`config.mk`:
```
export PLATFORM = sky130hd
export DESIGN_NAME = ata_dma_read_command
export DESIGN_NICKNAME = d
export VERILOG_FILES = /design/src/logic/ata_pkg.sv /design/src/logic/sector_mover.sv /design/src/logic/irq_block.sv /design/src/logic/ata_dma_read_command.sv
export VERILOG_INCLUDE_DIRS = /design/src /design/src/logic
export SDC_FILE = /design/constraint.sdc
export NUM_CORES = 1
export LEC_CHECK = 0
export BUFFER_PORTS_ARGS = -buffer_cell sky130_fd_sc_hd__buf_2
export CAP_MARGIN = 10
export CORE_ASPECT_RATIO = 0.75
export CORE_MARGIN = 8
export CORE_UTILIZATION = 35
export CTS_BUF_LIST = sky130_fd_sc_hd__clkbuf_8
export DETAILED_ROUTE_END_ITERATION = 8
export PLACE_DENSITY = 0.48
export SYNTH_ARGS = -nofsm -noshare
export SYNTH_HDL_FRONTEND = slang
export SYNTH_SLANG_ARGS = --single-unit
export TNS_END_PERCENT = 100
```
`constraint.sdc`:
```
create_clock -name aclk -period 9 [get_ports aclk]
set_input_delay 0 -clock aclk [delete_from_list [all_inputs] [get_ports aclk]]
set_output_delay 0 -clock aclk [all_outputs]
set_load 0.02 [all_outputs]
```
`src/logic/ata_defs.svh`:
```
// offsets, field positions, reset values and counts of the read engine
// assumes a 32-bit register bus with one byte register per aligned word
`ifndef ATA_DEFS_SVH
`define ATA_DEFS_SVH
`define OFF_FEATURE 8'h00
`define OFF_COUNT 8'h04
`define OFF_SECTOR 8'h08
`define OFF_CYL_LOW 8'h0c
`define OFF_CYL_HIGH 8'h10
`define OFF_DEV_HEAD 8'h14
`define OFF_CMD_STATUS 8'h18
`define OFF_ERROR 8'h1c
`define OFF_CONTROL 8'h20
`define OFF_IRQ_STATUS 8'h24
`define OFF_IRQ_MASK 8'h28
`define OFF_QUEUED 8'h2c
`define OP_READ_EXT 8'h25
`define OP_READ_QUEUED 8'h60
`define ST_BSY 7
`define ST_RDY 6
`define ST_DF 5
`define ST_DSC 4
`define ST_DRQ 3
`define ST_ERR 0
`define ER_UNC 6
`define ER_ABT 2
`define CTL_HOB 7
`define IRQ_DONE 0
`define IRQ_FAIL 1
`define RST_BYTE 8'h00
`define MAX_SECTORS 17'h10000
`define WORDS_PER_SECTOR 256
`define RESP_OKAY 2'b00
`define RESP_SLVERR 2'b10
`endif

```
`src/logic/ata_pkg.sv`:
```
// types shared by the read engine and its leaf modules
// assumes nothing beyond a SystemVerilog compiler
package ata_pkg;
  typedef enum logic [1:0] {
    idle_s = 2'b00,
    fetch_s = 2'b01,
    move_s = 2'b10,
    finish_s = 2'b11
  } state_type;
  typedef struct packed {
    logic valid;
    logic [15:0] word;
    logic unc;
  } media_word_type;
  typedef struct packed {
    logic dmarq;
    logic [15:0] word;
  } dma_out_type;
  typedef struct packed {
    logic [7:0] cur;
    logic [7:0] prev;
  } byte_pair_type;
endpackage

```
`src/logic/sector_mover.sv`:
```
// one-word holding stage between media words and the slave dma channel
// assumes dmack comes from logic on the same clock
`timescale 1ns/10ps
`include "ata_defs.svh"
module sector_mover #(
  parameter int WORDS = `WORDS_PER_SECTOR
) (
  input wire logic aclk,
  input wire logic aresetn,
  input wire logic enable,
  input wire ata_pkg::media_word_type media_in,
  output logic media_ready,
  output ata_pkg::dma_out_type dma_out,
  input wire logic dmack,
  output logic sector_done,
  output logic sector_fail
);
  logic full;
  logic [15:0] word;
  logic [$clog2(WORDS)-1:0] count;
  logic take;

  // a word is taken only while the hold stage is empty
  assign media_ready = enable && !full;
  assign take = media_in.valid && media_ready;
  assign dma_out.dmarq = full;
  assign dma_out.word = word;

  // hold stage fill and drain
  always_ff @(posedge aclk)
  begin
    if (!aresetn)
      full <= 1'b0;
    else if (!enable)
      full <= 1'b0;
    else if (take && !media_in.unc)
      full <= 1'b1;
    else if (full && dmack)
      full <= 1'b0;
  end

  always_ff @(posedge aclk)
  begin
    if (!aresetn)
      word <= 16'h0000;
    else if (take && !media_in.unc)
      word <= media_in.word;
  end

  // words per sector and end pulses
  always_ff @(posedge aclk)
  begin
    if (!aresetn)
    begin
      count <= '0;
      sector_done <= 1'b0;
      sector_fail <= 1'b0;
    end
    else
    begin
      sector_done <= 1'b0;
      sector_fail <= enable && take && media_in.unc;
      if (!enable)
        count <= '0;
      else if (full && dmack)
      begin
        count <= count + 1'b1;
        sector_done <= (count == ($clog2(WORDS))'(WORDS - 1));
      end
    end
  end
endmodule

```
`src/logic/irq_block.sv`:
```
// sticky event bits, mask and one level interrupt
// assumes a read of the status word gives a one-cycle clear pulse
`timescale 1ns/10ps
module irq_block #(
  parameter int N = 2
) (
  input wire logic aclk,
  input wire logic aresetn,
  input wire logic [N-1:0] event_set,
  input wire logic clear_on_read,
  input wire logic mask_we,
  input wire logic [N-1:0] mask_wdata,
  output logic [N-1:0] status,
  output logic [N-1:0] mask,
  output logic irq
);
  // a new event wins over the read clear
  always_ff @(posedge aclk)
  begin
    if (!aresetn)
      status <= '0;
    else
      status <= (clear_on_read ? '0 : status) | event_set;
  end

  always_ff @(posedge aclk)
  begin
    if (!aresetn)
      mask <= '0;
    else if (mask_we)
      mask <= mask_wdata;
  end

  assign irq = |(status & mask);
endmodule

```
`src/logic/ata_dma_read_command.sv`:
```
// taskfile registers and read command engine behind an axi4-lite slave
// assumes media words and dmack come from logic on aclk
`timescale 1ns/10ps
`include "ata_defs.svh"
module ata_dma_read_command #(
  parameter int WORDS = `WORDS_PER_SECTOR
) (
  input wire logic aclk,
  input wire logic aresetn,
  input wire logic [7:0] s_axi_awaddr,
  input wire logic s_axi_awvalid,
  output logic s_axi_awready,
  input wire logic [31:0] s_axi_wdata,
  input wire logic [3:0] s_axi_wstrb,
  input wire logic s_axi_wvalid,
  output logic s_axi_wready,
  output logic [1:0] s_axi_bresp,
  output logic s_axi_bvalid,
  input wire logic s_axi_bready,
  input wire logic [7:0] s_axi_araddr,
  input wire logic s_axi_arvalid,
  output logic s_axi_arready,
  output logic [31:0] s_axi_rdata,
  output logic [1:0] s_axi_rresp,
  output logic s_axi_rvalid,
  input wire logic s_axi_rready,
  output logic media_rd_req,
  output logic [47:0] media_lba,
  input wire ata_pkg::media_word_type media_in,
  output logic media_ready,
  output ata_pkg::dma_out_type dma_out,
  input wire logic dmack,
  output logic irq
);
  ata_pkg::state_type state;
  ata_pkg::byte_pair_type tf [5];
  logic aw_held, w_held, wr_go, rd_go, busy, start, fail, done_event;
  logic [7:0] aw_addr, dev_head, err_bits, control, opcode, rd_byte;
  logic [31:0] w_data;
  logic [3:0] w_strb, wr_idx, rd_idx;
  logic [16:0] remaining, next_remaining;
  logic [47:0] lba, fail_lba, next_lba;
  logic [4:0] tag;
  logic [1:0] prio, irq_status, irq_mask;
  logic sector_done, sector_fail;

  // register index of a byte address, 4'hf when unmapped
  function automatic logic [3:0] reg_index(input logic [7:0] addr);
    case (addr)
      `OFF_FEATURE: reg_index = 4'h0;
      `OFF_COUNT: reg_index = 4'h1;
      `OFF_SECTOR: reg_index = 4'h2;
      `OFF_CYL_LOW: reg_index = 4'h3;
      `OFF_CYL_HIGH: reg_index = 4'h4;
      `OFF_DEV_HEAD: reg_index = 4'h5;
      `OFF_CMD_STATUS: reg_index = 4'h6;
      `OFF_ERROR: reg_index = 4'h7;
      `OFF_CONTROL: reg_index = 4'h8;
      `OFF_IRQ_STATUS: reg_index = 4'h9;
      `OFF_IRQ_MASK: reg_index = 4'ha;
      `OFF_QUEUED: reg_index = 4'hb;
      default: reg_index = 4'hf;
    endcase
  endfunction

  // true for the two read opcodes this engine carries out
  function automatic logic is_read(input logic [7:0] op);
    is_read = (op == `OP_READ_EXT) || (op == `OP_READ_QUEUED);
  endfunction

  // write channel handshakes, address and data in either order
  assign s_axi_awready = !aw_held;
  assign s_axi_wready = !w_held;
  assign wr_go = aw_held && w_held && !s_axi_bvalid;
  assign wr_idx = reg_index(aw_addr);
  assign busy = (state != ata_pkg::idle_s);

  always_ff @(posedge aclk)
  begin
    if (!aresetn)
    begin
      aw_held <= 1'b0;
      w_held <= 1'b0;
      aw_addr <= 8'h00;
      w_data <= 32'h0000_0000;
      w_strb <= 4'h0;
    end
    else
    begin
      if (s_axi_awvalid && s_axi_awready)
      begin
        aw_held <= 1'b1;
        aw_addr <= s_axi_awaddr;
      end
      else if (wr_go)
        aw_held <= 1'b0;
      if (s_axi_wvalid && s_axi_wready)
      begin
        w_held <= 1'b1;
        w_data <= s_axi_wdata;
        w_strb <= s_axi_wstrb;
      end
      else if (wr_go)
        w_held <= 1'b0;
    end
  end

  // write response
  always_ff @(posedge aclk)
  begin
    if (!aresetn)
    begin
      s_axi_bvalid <= 1'b0;
      s_axi_bresp <= `RESP_OKAY;
    end
    else if (wr_go)
    begin
      s_axi_bvalid <= 1'b1;
      s_axi_bresp <= (wr_idx == 4'hf) ? `RESP_SLVERR : `RESP_OKAY;
    end
    else if (s_axi_bready)
      s_axi_bvalid <= 1'b0;
  end

  // taskfile byte pairs: a write pushes current into previous
  for (genvar g = 0; g < 5; g++)
  begin : tf_pair
    always_ff @(posedge aclk)
    begin
      if (!aresetn)
        tf[g] <= '{cur: `RST_BYTE, prev: `RST_BYTE};
      // (g+1)%3 keeps every slice in range, also for g below 2
      else if (g >= 2 && done_event && fail && is_read(opcode))
        tf[g] <= '{cur: fail_lba[8*((g+1)%3)+:8],
                   prev: fail_lba[24+8*((g+1)%3)+:8]};
      else if (wr_go && wr_idx == 4'(g) && w_strb[0] && !busy)
        tf[g] <= '{cur: w_data[7:0], prev: tf[g].cur};
    end
  end

  // plain byte registers written by software
  always_ff @(posedge aclk)
  begin
    if (!aresetn)
    begin
      dev_head <= `RST_BYTE;
      control <= `RST_BYTE;
    end
    else if (wr_go && w_strb[0])
    begin
      if (wr_idx == 4'h5 && !busy)
        dev_head <= w_data[7:0];
      if (wr_idx == 4'h8)
        control <= w_data[7:0];
    end
  end

  // command acceptance and field assembly
  assign start = wr_go && wr_idx == 4'h6 && w_strb[0] && !busy;
  assign next_lba = {tf[4].prev, tf[3].prev, tf[2].prev,
                     tf[4].cur, tf[3].cur, tf[2].cur};
  always_comb
  begin
    if (w_data[7:0] == `OP_READ_QUEUED)
      next_remaining = {1'b0, tf[0].prev, tf[0].cur};
    else
      next_remaining = {1'b0, tf[1].prev, tf[1].cur};
    if (next_remaining == 17'h00000)
      next_remaining = `MAX_SECTORS;
  end

  // queued read tag and priority, kept for software to see
  always_ff @(posedge aclk)
  begin
    if (!aresetn)
    begin
      tag <= 5'h00;
      prio <= 2'b00;
    end
    else if (start && w_data[7:0] == `OP_READ_QUEUED)
    begin
      tag <= tf[1].cur[7:3];
      prio <= tf[1].prev[7:6];
    end
  end

  // command engine
  always_ff @(posedge aclk)
  begin
    if (!aresetn)
    begin
      state <= ata_pkg::idle_s;
      opcode <= `RST_BYTE;
      lba <= 48'h0;
      remaining <= 17'h0;
      fail <= 1'b0;
      fail_lba <= 48'h0;
      media_rd_req <= 1'b0;
      media_lba <= 48'h0;
    end
    else
    begin
      media_rd_req <= 1'b0;
      case (state)
        ata_pkg::idle_s:
          if (start)
          begin
            opcode <= w_data[7:0];
            lba <= next_lba;
            remaining <= next_remaining;
            fail <= 1'b0;
            if (is_read(w_data[7:0]))
              state <= ata_pkg::fetch_s;
            else
            begin
              fail <= 1'b1;
              state <= ata_pkg::finish_s;
            end
          end
        ata_pkg::fetch_s:
        begin
          media_rd_req <= 1'b1;
          media_lba <= lba;
          state <= ata_pkg::move_s;
        end
        ata_pkg::move_s:
          if (sector_fail)
          begin
            fail <= 1'b1;
            fail_lba <= lba;
            state <= ata_pkg::finish_s;
          end
          else if (sector_done)
          begin
            lba <= lba + 48'h1;
            remaining <= remaining - 17'h1;
            state <= (remaining == 17'h1) ? ata_pkg::finish_s
                                          : ata_pkg::fetch_s;
          end
        ata_pkg::finish_s:
          state <= ata_pkg::idle_s;
        default:
          state <= ata_pkg::idle_s;
      endcase
    end
  end

  assign done_event = (state == ata_pkg::finish_s);

  // error cause bits set at the end of a command
  always_ff @(posedge aclk)
  begin
    if (!aresetn)
      err_bits <= 8'h00;
    else if (start)
      err_bits <= 8'h00;
    else if (done_event && fail)
    begin
      err_bits[`ER_UNC] <= is_read(opcode);
      err_bits[`ER_ABT] <= !is_read(opcode);
    end
  end

  sector_mover #(.WORDS(WORDS)) mover (
    .aclk(aclk),
    .aresetn(aresetn),
    .enable(state == ata_pkg::move_s),
    .media_in(media_in),
    .media_ready(media_ready),
    .dma_out(dma_out),
    .dmack(dmack),
    .sector_done(sector_done),
    .sector_fail(sector_fail)
  );

  // read channel
  assign s_axi_arready = !s_axi_rvalid;
  assign rd_go = s_axi_arvalid && s_axi_arready;
  assign rd_idx = reg_index(s_axi_araddr);

  irq_block #(.N(2)) irqs (
    .aclk(aclk),
    .aresetn(aresetn),
    .event_set({done_event && fail, done_event}),
    .clear_on_read(rd_go && rd_idx == 4'h9),
    .mask_we(wr_go && wr_idx == 4'ha && w_strb[0]),
    .mask_wdata(w_data[1:0]),
    .status(irq_status),
    .mask(irq_mask),
    .irq(irq)
  );

  // read data selection, hob picks the previous byte
  always_comb
  begin
    rd_byte = 8'h00;
    case (rd_idx)
      4'h0, 4'h1, 4'h2, 4'h3, 4'h4:
        rd_byte = control[`CTL_HOB] ? tf[rd_idx[2:0]].prev
                                    : tf[rd_idx[2:0]].cur;
      4'h5: rd_byte = dev_head;
      4'h6:
      begin
        rd_byte[`ST_BSY] = busy;
        rd_byte[`ST_RDY] = 1'b1;
        rd_byte[`ST_DSC] = 1'b1;
        rd_byte[`ST_DRQ] = dma_out.dmarq;
        rd_byte[`ST_ERR] = |err_bits;
      end
      4'h7: rd_byte = err_bits;
      4'h8: rd_byte = control;
      4'h9: rd_byte = {6'h00, irq_status};
      4'ha: rd_byte = {6'h00, irq_mask};
      4'hb: rd_byte = {tag, 1'b0, prio};
      default: rd_byte = 8'h00;
    endcase
  end

  always_ff @(posedge aclk)
  begin
    if (!aresetn)
    begin
      s_axi_rvalid <= 1'b0;
      s_axi_rdata <= 32'h0000_0000;
      s_axi_rresp <= `RESP_OKAY;
    end
    else if (rd_go)
    begin
      s_axi_rvalid <= 1'b1;
      s_axi_rdata <= {24'h000000, rd_byte};
      s_axi_rresp <= (rd_idx == 4'hf) ? `RESP_SLVERR : `RESP_OKAY;
    end
    else if (s_axi_rready)
      s_axi_rvalid <= 1'b0;
  end
endmodule

```
# --- Word level (Yosys, flattened, before mapping) ---
# Memories as Yosys holds them, arrays and structs flattened.
# Cells that the tools add are included.
word_totals:
  reg_bits: 262
  wordCells: 246
  out_inout_bits: 109
  latch_bits: 0
  in_bits: 78
  romBits: 0
  n_memories: 1
  ramBits: 80
memory_table:
  columns: ["memory", "depth", "width", "read_ports", "rd_ports_with_merged_regs", "write_ports", "line", "rtl"]
  rows:
  - ["tf", 5, 16, 6, 0, 5, "ata_dma_read_command.sv:36", "ata_pkg::byte_pair_type tf [5];"]
op_classes:
  add_sub_neg: 3
  n_mul: 0
  n_bitwise: 11
  n_eq_ne: 57
  shifts: 0
  mux: 71
  order_cmp: 0
  n_reduce_logical: 73
  div: 0
op_table:
  columns: ["cell", "n"]
  rows:
  - ["$mux 16", 9]
  - ["$mux 48", 3]
  - ["$pmux 4 s12", 2]
  - ["$pmux 48 s2", 1]
  - ["$eq 8x6->1 const B", 10]
  - ["$mux 17", 4]
  - ["$eq 8x5->1 const B", 8]
  - ["$add 48x1->48 const B", 1]
  - ["$logic_and 1x1->1", 37]
  - ["$mux 1", 35]
  - ["$pmux 17 s2", 1]
  - ["$eq 4x4->1 const B", 8]
  - ["$eq 8x4->1 const B", 4]
  - ["$eq 4x3->1 const B", 7]
  - ["$eq 17x1->1 const B", 1]
  - ["$logic_not 17->1", 1]
  - ["$sub 17x1->17 const B", 1]
  - ["$eq 4x2->1 const B", 4]
  - ["$eq 8x3->1 const B", 2]
  - ["$eq 8x7->1 const B", 2]
  - ["$logic_not 8->1", 2]
  - ["$mux 2", 8]
  - ["$pmux 2 s7", 1]
  - ["$reduce_bool 2->1", 7]
  - ["27 further kinds", 56]

# --- Logic depth before layout (Yosys ltp) ---
depth:
  ltp_word: 11
  mapped_depth: 10
  depth_no_buf: 7

# --- Modules after synthesis ---
# Synthesis repeated with hierarchy kept, for this count alone.
unflattened:
  cells_unflattened: 1845
  area_unflattened_um2: 16001.6
modules_own_cells:
  columns: ["module", "area_per_inst_um2", "n_inst", "cells_each"]
  rows:
  - ["ata_dma_read_command", 14777.9, 1, 1709]
  - ["sector_mover", 1074.8, 1, 123]
  - ["irq_block", 148.9, 1, 13]

# --- Worst setup path after synthesis ---
# Ideal clock, no wire load.
synth_timing:
  path_type: "reg-to-reg"
  start: "register s_axi_bvalid"
  end: "memory tf[1][0] (netlist bit) (enable)"
  arrival_ns: 2.637
  n_path_buf: 1
  path_stages_with_launch: 6
  path_slack_ns: 5.951
  required_ns: 8.589
  path_cell_list: "dfxtp_1 -> and3b_1 -> clkbuf_1 -> nand4_1 -> or3b_1 -> o21ai_0"
synth_lines:
  columns: ["item", "line", "rtl"]
  rows:
  - ["start: declaration", "ata_dma_read_command.sv:18", "output logic s_axi_bvalid,"]
  - ["start signal: assignment", "ata_dma_read_command.sv:113", "s_axi_bvalid <= 1'b0;"]
  - ["start signal: assignment", "ata_dma_read_command.sv:118", "s_axi_bvalid <= 1'b1;"]
  - ["start signal: assignment", "ata_dma_read_command.sv:122", "s_axi_bvalid <= 1'b0;"]
  - ["end: declaration", "ata_dma_read_command.sv:36", null]

# --- Worst setup path in the final report ---
layout_timing:
  start: "register state[1]"
  end: "register mover.word[13]"
layout_between:
  elab_chain_len: 4
layout_rtl:
  columns: ["item", "line", "rtl"]
  rows:
  - ["start: declaration", "ata_dma_read_command.sv:35", "ata_pkg::state_type state;"]
  - ["start signal: assignment", "ata_dma_read_command.sv:192", "state <= ata_pkg::idle_s;"]
  - ["start signal: assignment", "ata_dma_read_command.sv:213", "state <= ata_pkg::fetch_s;"]
  - ["start signal: assignment", "ata_dma_read_command.sv:217", "state <= ata_pkg::finish_s;"]
  - ["$eq 2x2->1", "ata_dma_read_command.sv:267", ".enable(state == ata_pkg::move_s),"]
  - ["$logic_and 1x1->1", "sector_mover.sv:24", "assign media_ready = enable && !full;"]
  - ["$logic_and 1x1->1", "sector_mover.sv:25", "assign take = media_in.valid && media_ready;"]
  - ["$logic_and 1x1->1", "sector_mover.sv:46", "else if (take && !media_in.unc)"]
  - ["end signal: assignment", "sector_mover.sv:47", "word <= media_in.word;"]
  - ["end: declaration", "sector_mover.sv:19", "logic [15:0] word;"]
# No other way between the ends.
# A chain may end at the register's enable or synchronous reset.

==> flow_summary_export.csv <==
group,metric,value,unit
setup_path,critPathCaptureType,"register",
run,maxCapViolCount,0,
worst_hold_path,holdPathEnd,"s_axi_rdata[0]",
synth,synth_top_family_by_area,"simple AND/OR/NAND/NOR gates",
timing,setup_viol,0,
floorplan,fp.dieW,263,microns
setup_path,reg2reg_to,"mover.word[13]",
setup_path,crit_fanout,51,
cts,ctsResizeCount,0,
setup_path,worst-r2r-cell-count,9,
timing,max_freq,0.267,GHz
setup_path,critPathKind,"register to register",
pwr,p_per_area,170,nW/um^2
placed_design,hpwlAfterDp,39000,microns
timing,slew_headroom,15.1,%
finish,final_common_cell,"nand2_1",
finish,multi_input_area,7690,sq um
cts,cts_setup_buffers,0,
floorplan,rows,67,
status,outcome,"finished, final reports clean",
setup_path,required,9.59,ns
synth,yosys-top-cells-area,"dfxtp_1, edfxtp_1, nand2_1",
finish,seq_area,7610,sq um
worst_hold_path,hold_path_class,"input pin to register",
floorplan,io_pins,187,
synth,ys_dominant_reg_cell,"dfxtp_1",
pwr,totalPowerFinal,3.24,mW
finish,nFillCells,4493,
synth,synth_xor_area_share,0.493,%
synth,async_flop_share,0,%
finish,finish.net_count,2096,
pwr,p_leak,6.90,nW
cts,clock_path_buffers,3,
synth,yosysTopAreaCell,"dfxtp_1",
synth,synth_compound_area_share,19.8,%
drt,drt_iter0_markers,1151,
synth,synth_edf_count,80,
finish,utilization,42.5,%
drt,vias_per_cell,5.61,
finish,drive_gt1_share,13.8,%
cts,cts-root-buf,"clkbuf_8",
setup_path,reg2reg_slack,5.26,ns
cts,cts_tree,"built",
worst_hold_path,holdCritStartpoint,"s_axi_araddr[7]",
synth,ys_types,88,
global_routing,grt_pass1_wl,88000,microns
drt,num_vias,14900,
finish,final_area,19100,sq um
global_routing,overflow,0,
pwr,vdd_drop_max,0.116,mV
setup_path,start_kind,"register",
global_routing,grt_util_all_layers,20.9,%
timing,period_minus_slack,3.74,ns
timing,finalHoldViolCount,0,
synth,synthSimpleGateAreaFrac,22.2,%
global_routing,grt_max_degree,82,
cts,clk_pin_slew,0.06,ns
synth,yosysSeqAreaShare,47.6,%
drt,drc,0,
synth,muxShareOfSynthArea,4.38,%
timing,whs,0.0705,ns
worst_hold_path,holdPathStages,5,
timing,final_max_slew_viol_count,0,
finish,mostFrequentLayoutCells,"nand2_1, dfxtp_1, a21oi_1",
finish,area_growth,19.4,%
setup_path,rr_startpoint,"state[1]",
cts,clock-sinks,340,
drt,ant_nets,0,
drt,wl_per_cell,21.9,microns
timing,post-route-period-util,41.6,%
global_routing,grt_pass1_vias,14400,
synth,synthAdderAreaFrac,0.313,%
setup_path,arrival,4.33,ns
cts,h-tree-depth,2,
placed_design,dpl-instance-area,16900,sq um
placed_design,gp_congestion,0.908,
cts,cts_buffers,56,
timing,rsz0062_at_grt,"false",
floorplan,fp.dieArea,52800,sq um
timing,finalSetupTns,0,ns
timing,fin_skew,0.0450,ns
synth,ys_warn_count,0,
synth,synth_seq_cells,340,
synth,synth_top_area_share,32.6,%
floorplan,coreArea,44800,sq um
drt,drt_wl_total,57900,microns
synth,synthCells,1853,
floorplan,start_util,35.6,%
drt,first_pass_iters,8,
placed_design,portBuffers,133,
synth,syn_area,16000,sq um
synth,avgSynthCellArea,8.63,sq um
global_routing,antenna_found_initial,1,
timing,worstMarginPinSlew,1.27,ns
floorplan,die_y,201,microns
cts,clk_latency,0.65,ns
-- worst max-delay path, stage by stage, from the launching register on --
cell and delay [ns]:
dfxtp_1 0.63, nand2b_2 0.08, buf_4 0.31, nor2_1 0.21, nand2_1 0.11, nor2_1 0.88, nand2_1 0.14, dlygate4sd3_1 0.62
a21oi_1 0.12, dlygate4sd3_1 0.56
-- final cells by class --
cell class / instances / area share (%)
clock buffer: 71 / 5.12
antenna: 1 / 0.0131
tap: 586 / 3.84
timing repair buffer: 251 / 9.39
sequential: 340 / 39.9
inverter: 14 / 0.302
multi-input combinational: 1351 / 40.3
clock inverter: 32 / 1.15
-- stage by stage --
stage / worst slack (ns) / cells
finish: 5.26 / 2646
global route: 5.08 / 2645
CTS: 5.39 / 2645
detailed placement: 5.42 / 2446
global placement: 5.47 / 2446
floorplan: 5.95 / 1878
-- sequential cells by signal (all words and copies together) (netlist names), 16 cells and up --
register / flops
fail_lba: 48
lba: 48
media_lba: 48
mover.word: 16
remaining: 17
tf: 80
-- worst max path at each step --
stage / startpoint / to / slack [ns] / cells after the start
after CTS: state[0] / remaining[8] / 5.39 / 8
after global routing: state[1] / mover.word[13] / 5.08 / 9
after floorplan: s_axi_bvalid / tf[1][0] / 5.95 / 5
after global placement: state[1] / remaining[8] / 5.47 / 8
after detailed placement: state[1] / remaining[8] / 5.42 / 8
final: state[1] / mover.word[13] / 5.26 / 9
-- repair_timing --
item | 4_1_cts | 5_1_grt
hold buffers | 96 | 0
setup endpoints to repair | 0 | 0
hold endpoints to repair | 58 | 0
-- power by group --
group          internal, mW  switching (mW)
clock network         0.795           0.659
registers              1.58          0.0400
logic                0.0660           0.103
total                  2.44           0.802
-- synthesized netlist by cell type, drive strengths merged, types with 17 or more instances --
library cell / instances
nand3: 35
a21oi: 211
a22o: 54
clkbuf: 121
edfxtp: 80
and2: 44
nand2: 367
nor3: 31
dfxtp: 260
nor4: 34
buf: 52
mux2i: 44
o21ai: 83
nor2: 134
nand4: 25
a211oi: 17
-- logic make-up (layout without fill, tap and decap cells) --
kind of cell	Yosys count	after routing
fa+ha+maj	4	4
other cells	1	27
buf+inv	187	368
xor+xnor	9	9
simple gates	754	754
compound gates	497	497
flops	340	340
mux	61	61
-- per-layer routing --
layer	global-route usage [%]	up-vias	wire, microns
met2	34.1	474	27100
met1	28.3	7331	26000
li1	-	6953	-
met4	5.10	2	1210
met5	0	-	13
met3	4.10	95	3630
Power figures use the tool's default switching activity.
